===== config.mk =====
export PLATFORM = sky130hd
export DESIGN_NAME = node_config_param_bank
export DESIGN_NICKNAME = d
export VERILOG_FILES = /design/src/node_cfg_pkg.sv /design/src/node_config_param_bank.sv /design/src/ms_ticker.sv
export SDC_FILE = /design/constraint.sdc
export NUM_CORES = 1
export LEC_CHECK = 0
export ABC_AREA = 1
export BUFFER_PORTS_ARGS = -buffer_cell sky130_fd_sc_hd__buf_2
export CORE_MARGIN = 5
export CORE_UTILIZATION = 53
export CTS_BUF_LIST = sky130_fd_sc_hd__clkbuf_16
export CTS_CLUSTER_SIZE = 16
export DETAILED_ROUTE_END_ITERATION = 16
export PLACE_DENSITY_LB_ADDON = 0.2
export SETUP_SLACK_MARGIN = 0.4
export SKIP_CTS_REPAIR_TIMING = 1
export SLEW_MARGIN = 10
export SYNTH_ARGS = -nofsm -noshare
export SYNTH_HDL_FRONTEND = slang
export SYNTH_SLANG_ARGS = --single-unit

===== constraint.sdc =====
create_clock -name clock_i -period 2.6 [get_ports clock_i]
set_clock_uncertainty 0.1 [all_clocks]
set_input_delay 0.52 -clock clock_i [delete_from_list [all_inputs] [get_ports clock_i]]
set_output_delay 0.52 -clock clock_i [all_outputs]
set_load 0.005 [all_outputs]

===== src/node_cfg_pkg.sv =====
`default_nettype none
package node_cfg_pkg;
  localparam int ADDR_W = 12;
  // Byte addresses on APB are four times the parameter address
  localparam logic [7:0] IDX_WAKE = 8'h57;
  localparam logic [7:0] IDX_ENTRY = 8'h58;
  localparam logic [7:0] IDX_IND = 8'h59;
  localparam logic [7:0] IDX_NEIGH = 8'h5a;
  localparam logic [7:0] IDX_ACK = 8'h5b;
  localparam logic [7:0] IDX_RSVD = 8'h5c;
  localparam logic [7:0] IDX_PINFN = 8'h5d;
  localparam logic [7:0] IDX_STCONN = 8'h5e;
  localparam logic [7:0] IDX_DUTY = 8'h5f;
  localparam logic [7:0] IDX_PCMODE = 8'h60;
  localparam logic [7:0] IDX_DEB = 8'h61;
  localparam logic [7:0] IDX_MARGIN = 8'h62;
  localparam logic [7:0] IDX_CLLIM = 8'h63;
  localparam logic [7:0] IDX_CLRSSI = 8'h64;
  localparam logic [7:0] IDX_BUSY = 8'h65;
  localparam logic [7:0] IDX_JAM = 8'h66;
  localparam logic [7:0] IDX_JGPIO = 8'h67;
  localparam logic [7:0] IDX_STATUS = 8'h68;
  localparam logic [7:0] IDX_FIRST = IDX_WAKE;
  localparam int NREG = 17;

  localparam logic [7:0] RST_WAKE = 8'h08;
  localparam logic [7:0] RST_ENTRY = 8'h00;
  localparam logic [7:0] RST_IND_ROUTER = 8'hff;
  localparam logic [7:0] RST_IND_END = 8'h01;
  localparam logic [7:0] RST_NEIGH = 8'h00;
  localparam logic [7:0] RST_ACK = 8'h01;
  localparam logic [7:0] RSVD_VALUE = 8'h00;
  localparam logic [7:0] RST_PINFN = 8'h00;
  localparam logic [7:0] RST_STCONN = 8'h00;
  localparam logic [7:0] RST_DUTY = 8'h00;
  localparam logic [7:0] RST_PCMODE = 8'h00;
  localparam logic [7:0] RST_DEB = 8'h00;
  localparam logic [7:0] RST_MARGIN = 8'h12;
  localparam logic [7:0] RST_CLLIM = 8'h0a;
  localparam logic [7:0] RST_CLRSSI = 8'h3c;
  localparam logic [7:0] RST_BUSY = 8'h00;
  localparam logic [7:0] RST_JAM = 8'h00;
  localparam logic [7:0] RST_JGPIO = 8'hff;

  localparam logic [7:0] WAKE_MASK = 8'h8f;
  localparam int WAKE_PULSE_BIT = 0;
  localparam int WAKE_GPIO_BIT = 1;
  localparam int WAKE_SERIAL_BIT = 2;
  localparam int WAKE_TIMER_BIT = 3;
  localparam int WAKE_BEACON_BIT = 7;
  localparam int PC_ON_BIT = 0;
  localparam int PC_NOPULL_BIT = 1;
  localparam logic [7:0] IND_ALWAYS_OFF = 8'h00;
  localparam logic [7:0] IND_ALWAYS_ON = 8'hff;
  localparam logic [7:0] DUTY_MAX = 8'h64;
  localparam logic [7:0] CLLIM_MIN = 8'h05;
  localparam logic [7:0] CLLIM_MAX = 8'h64;
  localparam logic [7:0] CLRSSI_MIN = 8'h28;
  localparam logic [7:0] CLRSSI_MAX = 8'h64;
  localparam logic [7:0] BUSY_MAX = 8'h02;
  localparam logic [7:0] JAM_MAX = 8'h64;
  localparam logic [7:0] JGPIO_MAX = 8'h07;
  localparam logic [7:0] JGPIO_OFF = 8'hff;

  localparam int CLK_HZ = 20_000_000;
  localparam int MS_PER_MIN = 60_000;
  localparam int CYC_PER_MS = CLK_HZ / 1000;
  localparam int NGPIO = 8;
  localparam logic [31:0] SLVERR_NONE = 32'h0;

  typedef enum logic [2:0] {
    BUSY_IDLE = 3'b001,
    BUSY_HALT = 3'b010,
    BUSY_WARN = 3'b100
  } busy_state_t;
endpackage : node_cfg_pkg
`default_nettype wire


===== src/node_config_param_bank.sv =====
// What this block does
// - Wake bitmap: pulse, GPIO, serial, timer in bits 0-3; bit 7 beacon wait.
// - Config entry protection: none, timeout, two-step, or both.
// - Indicators go off after set minutes; 0 always off, 255 always on.
// - Command acknowledge only in packet mode and never on a gateway.
// - Shared pin is RTS input at 0, sleep input at 1.
// - Any nonzero status-on-connect write is stored as 1.
// - Dimmer starts at stored default duty, 0 to 100 percent.
// - Pulse mode bit 0 enables counter, bit 1 drops pull-up.
// - Pulse input debounced for set milliseconds; 0 disables it.
// - Connection change only when candidate RSSI beats current by margin.
// - Cluster formed once node count reaches limit 5 to 100.
// - Cluster RSSI threshold ranges from 40 to 100.
// - Gateway busy action after reset: ignore, halt and warn, warn.
// - Jamming alarm after continuous all-channel jamming for set minutes.
// - Alarm GPIO 0-7 driven low during alarm; 255 disables.
//
// Register access over APB was chosen for this implementation.
`default_nettype none
module node_config_param_bank
  import node_cfg_pkg::*;
#(
  parameter int MS_CYCLES = CYC_PER_MS,
  parameter int MIN_MS = MS_PER_MIN
) (
  input wire logic clock_i,
  input wire logic nrst_i,
  input wire logic psel_i,
  input wire logic penable_i,
  input wire logic pwrite_i,
  input wire logic [ADDR_W-1:0] paddr_i,
  input wire logic [31:0] pwdata_i,
  input wire logic [3:0] pstrb_i,
  output logic [31:0] prdata_o,
  output logic pready_o,
  output logic pslverr_o,
  input wire logic is_end_device_i,
  input wire logic is_gateway_i,
  input wire logic packet_mode_i,
  input wire logic indicator_activity_i,
  input wire logic pulse_raw_i,
  input wire logic rts_sleep_pin_i,
  input wire logic rf_jammed_i,
  input wire logic net_activity_i,
  input wire logic [7:0] rssi_current_i,
  input wire logic [7:0] rssi_candidate_i,
  input wire logic [7:0] neighbour_rssi_i,
  input wire logic [7:0] neighbour_count_i,
  output logic [3:0] wake_sources_o,
  output logic beacon_wait_o,
  output logic [1:0] entry_security_o,
  output logic indicators_on_o,
  output logic neighbour_accept_o,
  output logic cmd_ack_active_o,
  output logic uart_rts_o,
  output logic sleep_req_o,
  output logic status_on_connect_o,
  output logic [7:0] dimmer_duty_o,
  output logic pulse_counter_on_o,
  output logic pullup_en_o,
  output logic pulse_clean_o,
  output logic conn_change_o,
  output logic cluster_o,
  output logic net_halt_o,
  output logic net_warn_o,
  output logic jam_alarm_o,
  output logic [NGPIO-1:0] alarm_gpio_o,
  output logic [NGPIO-1:0] alarm_gpio_oe_o
);
  initial begin
    if (MS_CYCLES < 2 || MIN_MS < 1) $error("node_config_param_bank: bad timing parameters");
  end

  // Strap caught once after reset release
  logic strap_done_reg, strap_done_next;
  logic [7:0] regs_reg [NREG];
  logic [7:0] regs_next [NREG];

  function automatic logic [7:0] reg_index(input logic [ADDR_W-1:0] a);
    return 8'(a[ADDR_W-1:2] - {2'b00, IDX_FIRST});
  endfunction : reg_index

  function automatic logic [7:0] reset_value(input int i);
    case (i)
      0: return RST_WAKE;
      1: return RST_ENTRY;
      2: return RST_IND_ROUTER;
      3: return RST_NEIGH;
      4: return RST_ACK;
      5: return RSVD_VALUE;
      6: return RST_PINFN;
      7: return RST_STCONN;
      8: return RST_DUTY;
      9: return RST_PCMODE;
      10: return RST_DEB;
      11: return RST_MARGIN;
      12: return RST_CLLIM;
      13: return RST_CLRSSI;
      14: return RST_BUSY;
      15: return RST_JAM;
      default: return RST_JGPIO;
    endcase
  endfunction : reset_value

  // Store-time cleanup keeps out-of-range writes from reaching the logic
  function automatic logic [7:0] sanitize(input int i, input logic [7:0] d, input logic [7:0] old);
    case (i)
      0: return d & WAKE_MASK;
      1: return {6'h0, d[1:0]};
      3, 4, 6: return {7'h0, d[0]};
      5: return RSVD_VALUE;
      7: return {7'h0, (d != 8'h0)};
      8: return (d > DUTY_MAX) ? RST_DUTY : d;
      9: return {6'h0, d[PC_NOPULL_BIT] & d[PC_ON_BIT], d[PC_ON_BIT]};
      12: return (d < CLLIM_MIN || d > CLLIM_MAX) ? old : d;
      13: return (d < CLRSSI_MIN || d > CLRSSI_MAX) ? old : d;
      14: return (d > BUSY_MAX) ? BUSY_MAX : d;
      15: return (d > JAM_MAX) ? old : d;
      16: return (d > JGPIO_MAX) ? JGPIO_OFF : d;
      default: return d;
    endcase
  endfunction : sanitize

  logic [7:0] idx;
  logic in_map, is_status, wr_en;
  logic [31:0] rdata_next;
  logic err_next;
  logic ready_next;

  always_comb begin
    idx = reg_index(paddr_i);
    in_map = (paddr_i[1:0] == 2'b00) && (paddr_i[ADDR_W-1:2] >= {2'b00, IDX_FIRST})
             && (idx < 8'(NREG));
    is_status = (paddr_i[ADDR_W-1:2] == {2'b00, IDX_STATUS}) && (paddr_i[1:0] == 2'b00);
    // Zero-wait slave: answer in the first access cycle
    ready_next = psel_i && !penable_i;
    wr_en = psel_i && penable_i && pready_o && pwrite_i && in_map && pstrb_i[0];
    err_next = ready_next && !in_map && !is_status;
    rdata_next = 32'h0;
    if (ready_next && !pwrite_i) begin
      if (in_map) begin
        rdata_next = {24'h0, regs_reg[idx[4:0]]};
      end else if (is_status) begin
        rdata_next = {24'h0, jam_alarm_o, net_warn_o, net_halt_o, cluster_o, conn_change_o,
                      pulse_clean_o, indicators_on_o, cmd_ack_active_o};
      end
    end
    strap_done_next = 1'b1;
    for (int i = 0; i < NREG; i++) begin
      regs_next[i] = regs_reg[i];
      if (!strap_done_reg && i == 2) begin
        regs_next[i] = is_end_device_i ? RST_IND_END : RST_IND_ROUTER;
      end else if (wr_en && idx == 8'(i)) begin
        regs_next[i] = sanitize(i, pwdata_i[7:0], regs_reg[i]);
      end
    end
  end

  always_ff @(posedge clock_i or negedge nrst_i) begin
    if (!nrst_i) begin
      for (int i = 0; i < NREG; i++) begin
        regs_reg[i] <= reset_value(i);
      end
      strap_done_reg <= 1'b0;
      prdata_o <= 32'h0;
      pready_o <= 1'b0;
      pslverr_o <= 1'b0;
    end else begin
      regs_reg <= regs_next;
      strap_done_reg <= strap_done_next;
      prdata_o <= rdata_next;
      pready_o <= ready_next;
      pslverr_o <= err_next;
    end
  end

  // Shared millisecond and minute timebase
  logic ms_tick;
  ms_ticker #(.CYCLES(MS_CYCLES)) u_ms (
    .clock_i(clock_i),
    .nrst_i(nrst_i),
    .tick_o(ms_tick)
  );
  logic [31:0] min_cnt_reg, min_cnt_next;
  logic min_tick;
  always_comb begin
    min_tick = ms_tick && (min_cnt_reg == 32'(MIN_MS - 1));
    min_cnt_next = min_tick ? 32'h0 : (ms_tick ? min_cnt_reg + 32'h1 : min_cnt_reg);
  end

  // Indicator minutes, pulse debounce, jam minutes, busy state
  logic [7:0] ind_min_reg, ind_min_next;
  logic ind_on_next;
  logic [7:0] deb_cnt_reg, deb_cnt_next;
  logic pulse_last_reg, pulse_last_next;
  logic pulse_clean_next;
  logic [7:0] jam_min_reg, jam_min_next;
  logic jam_next;
  logic [NGPIO-1:0] jg_oe_next, jg_out_next;
  busy_state_t busy_reg, busy_next;
  logic busy_seen_reg, busy_seen_next;
  logic [7:0] ind_cfg, deb_cfg, jam_cfg, jg_cfg;

  always_comb begin
    ind_cfg = regs_reg[2];
    deb_cfg = regs_reg[10];
    jam_cfg = regs_reg[15];
    jg_cfg = regs_reg[16];
    // Activity restarts the minute count
    if (indicator_activity_i) begin
      ind_min_next = 8'h0;
    end else if (min_tick && ind_min_reg != 8'hff) begin
      ind_min_next = ind_min_reg + 8'h1;
    end else begin
      ind_min_next = ind_min_reg;
    end
    case (ind_cfg)
      IND_ALWAYS_OFF: ind_on_next = 1'b0;
      IND_ALWAYS_ON: ind_on_next = 1'b1;
      default: ind_on_next = ind_min_reg < ind_cfg;
    endcase
    // Input must stay unchanged for the set time before it is accepted
    pulse_last_next = pulse_raw_i;
    pulse_clean_next = pulse_clean_o;
    deb_cnt_next = deb_cnt_reg;
    if (deb_cfg == 8'h0) begin
      pulse_clean_next = pulse_raw_i;
      deb_cnt_next = 8'h0;
    end else if (pulse_raw_i != pulse_last_reg) begin
      deb_cnt_next = 8'h0;
    end else if (pulse_raw_i != pulse_clean_o && ms_tick) begin
      if (deb_cnt_reg + 8'h1 >= deb_cfg) begin
        pulse_clean_next = pulse_raw_i;
        deb_cnt_next = 8'h0;
      end else begin
        deb_cnt_next = deb_cnt_reg + 8'h1;
      end
    end
    // Any gap in jamming restarts the minute count
    if (!rf_jammed_i || jam_cfg == 8'h0) begin
      jam_min_next = 8'h0;
    end else if (min_tick && jam_min_reg < jam_cfg) begin
      jam_min_next = jam_min_reg + 8'h1;
    end else begin
      jam_min_next = jam_min_reg;
    end
    jam_next = rf_jammed_i && jam_cfg != 8'h0 && jam_min_reg >= jam_cfg;
    // Pin is driven high when idle, low during alarm; this block sets the output enable of the selected pin itself
    jg_oe_next = '0;
    jg_out_next = '1;
    for (int g = 0; g < NGPIO; g++) begin
      if (jg_cfg == 8'(g)) begin
        jg_oe_next[g] = 1'b1;
        jg_out_next[g] = !jam_next;
      end
    end
    // Only the first activity after reset counts
    busy_seen_next = busy_seen_reg || net_activity_i;
    busy_next = busy_reg;
    case (busy_reg)
      BUSY_IDLE: begin
        if (net_activity_i && !busy_seen_reg && is_gateway_i && packet_mode_i) begin
          case (regs_reg[14])
            8'h01: busy_next = BUSY_HALT;
            8'h02: busy_next = BUSY_WARN;
            default: busy_next = BUSY_IDLE;
          endcase
        end
      end
      BUSY_HALT: busy_next = BUSY_HALT;
      BUSY_WARN: busy_next = BUSY_WARN;
      default: busy_next = BUSY_IDLE;
    endcase
  end

  always_ff @(posedge clock_i or negedge nrst_i) begin
    if (!nrst_i) begin
      min_cnt_reg <= 32'h0;
      ind_min_reg <= 8'h0;
      deb_cnt_reg <= 8'h0;
      pulse_last_reg <= 1'b0;
      pulse_clean_o <= 1'b0;
      jam_min_reg <= 8'h0;
      busy_reg <= BUSY_IDLE;
      busy_seen_reg <= 1'b0;
      indicators_on_o <= 1'b0;
      jam_alarm_o <= 1'b0;
      alarm_gpio_o <= '1;
      alarm_gpio_oe_o <= '0;
      net_halt_o <= 1'b0;
      net_warn_o <= 1'b0;
    end else begin
      min_cnt_reg <= min_cnt_next;
      ind_min_reg <= ind_min_next;
      deb_cnt_reg <= deb_cnt_next;
      pulse_last_reg <= pulse_last_next;
      pulse_clean_o <= pulse_clean_next;
      jam_min_reg <= jam_min_next;
      busy_reg <= busy_next;
      busy_seen_reg <= busy_seen_next;
      indicators_on_o <= ind_on_next;
      jam_alarm_o <= jam_next;
      alarm_gpio_o <= jg_out_next;
      alarm_gpio_oe_o <= jg_oe_next;
      net_halt_o <= (busy_next == BUSY_HALT);
      net_warn_o <= (busy_next != BUSY_IDLE);
    end
  end

  // Registered views of the stored settings
  always_ff @(posedge clock_i or negedge nrst_i) begin
    if (!nrst_i) begin
      wake_sources_o <= RST_WAKE[3:0];
      beacon_wait_o <= 1'b0;
      entry_security_o <= 2'b00;
      neighbour_accept_o <= 1'b0;
      cmd_ack_active_o <= 1'b0;
      uart_rts_o <= 1'b0;
      sleep_req_o <= 1'b0;
      status_on_connect_o <= 1'b0;
      dimmer_duty_o <= RST_DUTY;
      pulse_counter_on_o <= 1'b0;
      pullup_en_o <= 1'b0;
      conn_change_o <= 1'b0;
      cluster_o <= 1'b0;
    end else begin
      wake_sources_o <= regs_reg[0][WAKE_TIMER_BIT:WAKE_PULSE_BIT];
      beacon_wait_o <= regs_reg[0][WAKE_BEACON_BIT];
      entry_security_o <= regs_reg[1][1:0];
      neighbour_accept_o <= regs_reg[3][0];
      cmd_ack_active_o <= regs_reg[4][0] && packet_mode_i && !is_gateway_i;
      uart_rts_o <= !regs_reg[6][0] && rts_sleep_pin_i;
      sleep_req_o <= regs_reg[6][0] && rts_sleep_pin_i;
      status_on_connect_o <= regs_reg[7][0];
      dimmer_duty_o <= regs_reg[8];
      pulse_counter_on_o <= regs_reg[9][PC_ON_BIT];
      pullup_en_o <= regs_reg[9][PC_ON_BIT] && !regs_reg[9][PC_NOPULL_BIT];
      conn_change_o <= {1'b0, rssi_candidate_i} >= {1'b0, rssi_current_i} + {1'b0, regs_reg[11]}
                       && rssi_candidate_i > rssi_current_i;
      cluster_o <= neighbour_count_i >= regs_reg[12] && neighbour_rssi_i >= regs_reg[13];
    end
  end
endmodule : node_config_param_bank
`default_nettype wire


===== src/ms_ticker.sv =====
`default_nettype none
// Free-running divider giving a one-cycle pulse every CYCLES clocks
module ms_ticker #(
  parameter int CYCLES = 20000
) (
  input wire logic clock_i,
  input wire logic nrst_i,
  output logic tick_o
);
  initial begin
    if (CYCLES < 2) $error("ms_ticker: CYCLES must be at least 2");
  end
  logic [31:0] cnt_reg;
  logic [31:0] cnt_next;
  logic tick_next;
  always_comb begin
    tick_next = (cnt_reg == 32'(CYCLES - 1));
    cnt_next = tick_next ? 32'h0 : cnt_reg + 32'h1;
  end
  always_ff @(posedge clock_i or negedge nrst_i) begin
    if (!nrst_i) begin
      cnt_reg <= 32'h0;
      tick_o <= 1'b0;
    end else begin
      cnt_reg <= cnt_next;
      tick_o <= tick_next;
    end
  end
endmodule : ms_ticker
`default_nettype wire


==> metrics.md, run 1 <==
| Metric | Value |
|---|---|
| Clock buffer depth | 3 |
| Clock latency at the later pin of the worst-skew pair | 0.55 ns |
| GR Overflow Total | 0 |
| Final hold violation count | 0 |
| Vias in the first global route | 11,600 |
| Reg2reg setup slack | 0.12 ns |
| WP data arrival | 2.80 ns |
| Seq/Total Area, Yosys | 43.7% |
| Die Y | 170 um |
| Unique masters post-synth | 54 |
| Core ar. | 25,200 um2 |
| Largest net degree at the start of global routing | 73 |
| Min-delay worst type | in2reg |
| Mean post-synth cell area | 7.99 um2 |
| CTS buffer count | 27 |
| Max reg flops | 53 |
| Gr usage total | 25.0% |
| CP Capture Type | register |
| Area Overhead vs Synth | 20.7% |
| Final period util | 95.5% |
| Post-synth EDFFs | 0 |
| Clk root buf | clkbuf_16 |
| Routed len/inst | 16.5 um |
| Iteration-0 DRC Markers | 1,054 |
| Startpoint types | register |
| Die area | 28,900 um2 |
| Max capacitance violation total | 0 |
| Fmax | 403 MHz |
| IO Pins | 172 |
| Reg2Reg Launch Point | deb_cnt_reg[2] |
| Total Power | 0.00833 W |
| Worst Setup SP | deb_cnt_reg[2] |
| Reg clk slew, reported paths | 0.06 ns |
| Initial Util | 53.9% |
| Endpoints failing setup | 0 |
| Post-route ant nets | 0 |
| Async S/R FF share, synth | 100% |
| Leakage | 8.06 nW |
| DRT Pass-1 Iters | 7 |
| Detailed placement HPWL | 27.6 mm |
| Relative slew slack | 53.5% |
| Buffers on Ports | 120 |
| Power per cell area | 509 nW/um2 |
| Final WL | 37.1 mm |
| Fin crit period | 2.48 ns |
| Worst IR Drop VDD | 519 uV |
| Synthesized cell area | 13,600 um2 |
| First-pass GRT wire length | 59.0 mm |
| Die width | 170 um |
| Commonest non-fill, non-tap cells in the layout | 339 x nand2_1, 212 x inv_1, 196 x dfrtp_1 |
| Placer congestion estimate | 0.998 |
| Row cnt | 58 |
| Critical Path RT | 2.92 ns |
| Least-Margin Pin Slew | 0.695 ns |
| H-tree Lvls | 1 |
| R2r endpoint | pulse_clean_o |
| Commonest non-fill, non-tap cell in the layout | nand2_1 |
| Synth Instances | 1,698 |
| End of the critical path | pulse_clean_o |
| CTS tree | built |
| Synth warn | 0 |
| Pins Over Slew Limit | 0 |
| Critical Path Fanout Max | 6 |
| Final instance area | 16,400 um2 |
| Run status | completed |
| Yosys reg bits | 235 |
| CTS sink cnt | 235 |
| Via count | 12,200 |
| Area after DPL | 15,000 um2 |
| Worst reg-to-reg path cell count | 13 |
| Share of cells above drive strength 1 | 22.2% |
| DRC Markers | 0 |
| Dominant synthesized flop cell | dfrtp_1 |
| Setup CP Type | reg2reg |
| Vias per std cell | 5.41 |
| Antenna violations before repair | 2 |
| RSZ-0062 raised after global routing | yes |
| Final net count | 2,070 |
power by group:
part           total [W]  internal [W]  switching, W
combinational   0.000754      0.000267      0.000488
sequential       0.00373       0.00370     0.0000318
clock            0.00385       0.00229       0.00156
metal layers:
layer  routed length, um  share of wire (%)  global-route usage (%)
met5                   7              0.019                       0
met2               17100                 46                    39.4
met3                2710                7.3                    4.74
met1               15900                 43                    35.0
met4                1350                3.6                    8.40
through the flow:
step	cells	hold WS, ns	worst slack (ns)	utilization [%]	setup TNS [ns]
after floorplan	1721	0.124	0.238	-	0
after global placement	2181	0.268	-0.0827	59.5	-0.0827
after detailed placement	2181	0.268	-0.0785	59.5	-0.0785
after CTS	2231	-0.148	0.0515	63.1	0
after global routing	2255	0.0468	-0.0185	65.0	-0.0185
final	2255	0.0396	0.117	65.0	0
logic make-up after synthesis:
| family | count (synthesis) | share of synthesized area [%] |
|---|---|---|
| simple gates | 844 | 28.5 |
| buf+inv | 287 | 8.99 |
| flops | 235 | 43.7 |
| compound gates | 197 | 7.96 |
| fa+ha+maj | 74 | 6.88 |
| xor+xnor | 59 | 3.95 |
| other cells | 2 | 0.0554 |
how the worst min path moves through the flow:
stage                        startpoint                 end  depth (start not counted)  slack, ns
after floorplan                  nrst_i  alarm_gpio_oe_o[0]                          0       0.12
after global routing       is_gateway_i    cmd_ack_active_o                          2       0.05
after CTS                        nrst_i      deb_cnt_reg[3]                          1      -0.15
after global placement    regs_reg[131]   wake_sources_o[3]                          0       0.27
after detailed placement  regs_reg[131]   wake_sources_o[3]                          0       0.27
final                      is_gateway_i    cmd_ack_active_o                          2       0.04
critical path, stage by stage, from the launching register on:
cell and delay, ns:
dfrtp_1 0.41, nand3_2 0.16, nor3_4 0.23, nand2_1 0.11
xor2_2 0.20, inv_2 0.07, ha_4 0.23, a21oi_2 0.11
o21a_1 0.15, nand3_2 0.09, nor2_4 0.22, inv_2 0.10
a21oi_2 0.12, a31oi_1 0.05
synthesized netlist by cell type (3+ instances only):
cell       instances  area (um2)
nor4_1            19         119
inv_2              5        18.8
xor2_1            49         429
clkbuf_1          16        60.1
a21oi_1           79         395
buf_4             29         218
dfstp_2           36         946
inv_1            222         833
a31oi_1            5        31.3
nand4_1           67         419
o211ai_1           6        45.0
a2bb2oi_1          4        35.0
nor3_1            60         300
a211oi_1           3        22.5
ha_1              73         913
xnor2_1            9        78.8
nor2_4            10         113
nand3b_1           4        30.0
nand2_1          351        1320
buf_2              7        35.0
o21ai_1            6        30.0
or2_2              6        37.5
nor2_1           180         676
o21ai_0           80         400
nand3_2            5        50.1
nand3_1          116         581
buf_6              3        33.8
nand2_2            9        56.3
nor2_2             4        25.0
dfrtp_1          199        4980
final cells by class:
| cell class | count | area [um2] |
|---|---|---|
| Sequential cell | 235 | 5930 |
| Inverter | 229 | 866 |
| Multi-Input combinational cell | 1199 | 6920 |
| Timing Repair Buffer | 211 | 1350 |
| Fill cell | 2131 | 8810 |
| Tap cell | 330 | 413 |
| Antenna cell | 1 | 2.50 |
| Clock buffer | 27 | 676 |
| Clock inverter | 23 | 225 |
No activity file was read; power rests on OpenSTA's default activity.
==> run 2, diff against run 1 <==
--- a/config.mk
+++ b/config.mk
@@ -7,7 +7,7 @@
 export LEC_CHECK = 0
 export ABC_AREA = 1
 export BUFFER_PORTS_ARGS = -buffer_cell sky130_fd_sc_hd__buf_2
-export CORE_MARGIN = 5
+export CORE_MARGIN = 8
 export CORE_UTILIZATION = 53
 export CTS_BUF_LIST = sky130_fd_sc_hd__clkbuf_16
 export CTS_CLUSTER_SIZE = 16
==> metrics.md, run 2 (synthesis results as in run 1) <==
| Metric | Value |
|---|---|
| CTS tree | built (unchanged) |
| Gr usage total | 24.2% (was 25.0%) |
| Hold_ws | 0.0426 ns (was 0.0396 ns) |
| Clk root buf | clkbuf_16 (unchanged) |
| Gate power share | 9.4% (was 9.1%) |
| Initial Util | 53.9% (unchanged) |
| Critical Path Fanout Max | 3 (was 6) |
| Critical Path RT | 2.97 ns (was 2.92 ns) |
| Fmax | 405 MHz (was 403 MHz) |
| Detailed placement HPWL | 28.5 mm (was 27.6 mm) |
| Reg2reg setup slack | 0.13 ns (was 0.12 ns) |
| Row cnt | 58 (unchanged) |
| Endpoints failing setup | 0 (unchanged) |
| Clock latency at the later pin of the worst-skew pair | 0.54 ns (was 0.55 ns) |
| Pins Over Slew Limit | 0 (unchanged) |
| TNS Setup | 0 ns (unchanged) |
| Worst reg-to-reg path cell count | 10 (was 13) |
| RSZ-0062 raised after global routing | yes (unchanged) |
| Max capacitance violation total | 0 (unchanged) |
| Routed len/inst | 16.8 um (was 16.5 um) |
| End of the critical path | conn_change_o (was pulse_clean_o) |
| Final hold violation count | 0 (unchanged) |
| Final WL | 37.5 mm (was 37.1 mm) |
| Final net count | 2,057 (was 2,070) |
| Iteration-0 DRC Markers | 1,087 (was 1,054) |
| First-pass GRT wire length | 61.1 mm (was 59.0 mm) |
| Worst Setup SP | regs_reg[41] (was deb_cnt_reg[2]) |
| CTS sink cnt | 235 (unchanged) |
| R2r endpoint | conn_change_o (was pulse_clean_o) |
| Commonest non-fill, non-tap cell in the layout | nand2_1 (unchanged) |
| Internal Power | 0.00613 W (was 0.00626 W) |
| IO Pins | 172 (unchanged) |
| Min-delay worst type | in2reg (unchanged) |
| Largest net degree at the start of global routing | 61 (was 73) |
| Least-Margin Pin Slew | 0.598 ns (was 0.695 ns) |
| Final non-filler cell total | 2,241 (was 2,255) |
| Sequential power share | 45.7% (was 44.7%) |
| CP cell instances | inv_2 > fa_2 > o21ai_4 > xnor2_1 > ha_1 > nand4_1 > o221a_2 > o21ai_1 > nand2_1 > a21oi_2 (was nand3_2 > nor3_4 > nand2_1 > xor2_2 > inv_2 > ha_4 > a21oi_2 > o21a_1 > nand3_2 > nor2_4 > inv_2 > a21oi_2 > a31oi_1) |
| Run status | completed (unchanged) |
| Reg2Reg Launch Point | regs_reg[41] (was deb_cnt_reg[2]) |
| Relative slew slack | 59.8% (was 53.5%) |
| Die area | 31,000 um2 (was 28,900 um2) |
| GR Overflow Total | 0 (unchanged) |
| Area Overhead vs Synth | 19.5% (was 20.7%) |
| CP max stage cell | dfstp_2 (was dfrtp_1) |
| Post-route setup slack | 0.132 ns (was 0.117 ns) |
| WP data arrival | 2.83 ns (was 2.80 ns) |
| Sw Pwr | 0.00202 W (was 0.00208 W) |
| Placer congestion estimate | 0.975 (was 0.998) |
| Buffers on Ports | 120 (unchanged) |
| Startpoint types | register (unchanged) |
| Core ar. | 25,200 um2 (unchanged) |
| Post-route ant nets | 0 (unchanged) |
| Setup CP Type | reg2reg (unchanged) |
| Switch share | 24.8% (was 24.9%) |
| DRC Markers | 0 (unchanged) |
| Placed Cells | 2,174 (was 2,181) |
| H-tree Lvls | 1 (unchanged) |
| Die width | 176 um (was 170 um) |
| Vias per std cell | 5.43 (was 5.41) |
| Vias in the first global route | 12,100 (was 11,600) |
| Via count | 12,200 (about the same) |
| Commonest non-fill, non-tap cells in the layout | 341 x nand2_1, 221 x inv_1, 196 x dfrtp_1 (was 339 x nand2_1, 212 x inv_1, 196 x dfrtp_1) |
| CP Capture Type | register (unchanged) |
| Clock power share | 44.9% (was 46.2%) |
| Final period util | 94.9% (was 95.5%) |
| Worst IR Drop VDD | 475 uV (was 519 uV) |
| CTS buffer count | 26 (was 27) |
| Reg clk slew, reported paths | 0.06 ns (about the same) |
| Slowest cell delay on critical path | 0.58 ns (was 0.41 ns) |
| Share of cells above drive strength 1 | 21.0% (was 22.2%) |
| Dpl ws | -0.0971 ns (was -0.0785 ns) |
| Max reg flops | 53 (unchanged) |
| Die Y | 176 um (was 170 um) |
| DRT Pass-1 Iters | 5 (was 7) |
| Power per cell area | 503 nW/um2 (was 509 nW/um2) |
| Total Power | 0.00815 W (was 0.00833 W) |
| Antenna violations before repair | 1 (was 2) |
| Fin crit period | 2.47 ns (was 2.48 ns) |
| Clock buffer depth | 3 (unchanged) |
| Leakage | 8.00 nW (was 8.06 nW) |
[run 2: cell count changes in the layout (fill, tap and decap cells not counted), moves of 2 or more]
cell,before,now
buf_4,86,74
clkinv_1,10,4
clkinv_2,4,6
ha_1,65,63
ha_2,1,3
inv_1,212,221
inv_2,14,11
nand2_1,339,341
nor2_1,156,162
nor2_2,21,16
o21ai_2,5,3
[run 2: how the worst min path moves through the flow]
| stage | startpoint | end | slack [ns] | cells after the start |
|---|---|---|---|---|
| floorplan | nrst_i | alarm_gpio_oe_o[0] | 0.12 | 0 |
| global placement | regs_reg[70] | dimmer_duty_o[6] | 0.26 | 0 |
| CTS | nrst_i | regs_reg[17] | -0.21 | 1 |
| global route | is_gateway_i | cmd_ack_active_o | 0.04 | 2 |
| finish | is_gateway_i | cmd_ack_active_o | 0.04 | 2 |
| detailed placement | regs_reg[70] | dimmer_duty_o[6] | 0.26 | 0 |
[run 2: per-stage QoR]
step	utilization, %	area, um2
3_5_place_dp	59.3	14900
3_3_place_gp	59.3	14900
4_1_cts	62.7	15800
2_1_floorplan	-	13800
5_1_grt	64.4	16200
6_report	64.4	16200
[run 2: final cells by class]
type	instances	area, um2
well taps	330	413
multi-input cells	1199	6890
diodes	1	2.50
repair buffers	199	1260
inverters	229	870
flip-flops and latches	235	5930
fillers	2192	8970
clock inverters	21	174
clock buffers	27	676
[run 2: power by group through the flow]
stage	clock network, W	logic (W)	registers [W]
floorplan	0	0.000416	0.00378
global placement	0	0.000722	0.00379
detailed placement	0	0.000738	0.00379
CTS	0.00373	0.000742	0.00373
global route	0.00389	0.000852	0.00373
finish	0.00366	0.000763	0.00373
[run 2: routing by layer]
metal / global-route usage (%) / vias up / part of all wire, %
li1: - / 5919 / -
met1: 32.1 / 5769 / 43
met2: 39.5 / 406 / 46
met3: 4.14 / 85 / 7.1
met4: 8.44 / 0 / 3.5
met5: 0 / - / 0
[run 2: critical path, delay by kind of cell, from the launching register on]
family / cells / cell delay, ns
DFF: 1 / 0.58
AOI/OAI and AO/OA: 4 / 0.70
adders and majority gates: 2 / 0.70
and+or+nand+nor: 2 / 0.19
buffers and inverters: 1 / 0.06
xor gates and xnor gates: 1 / 0.08
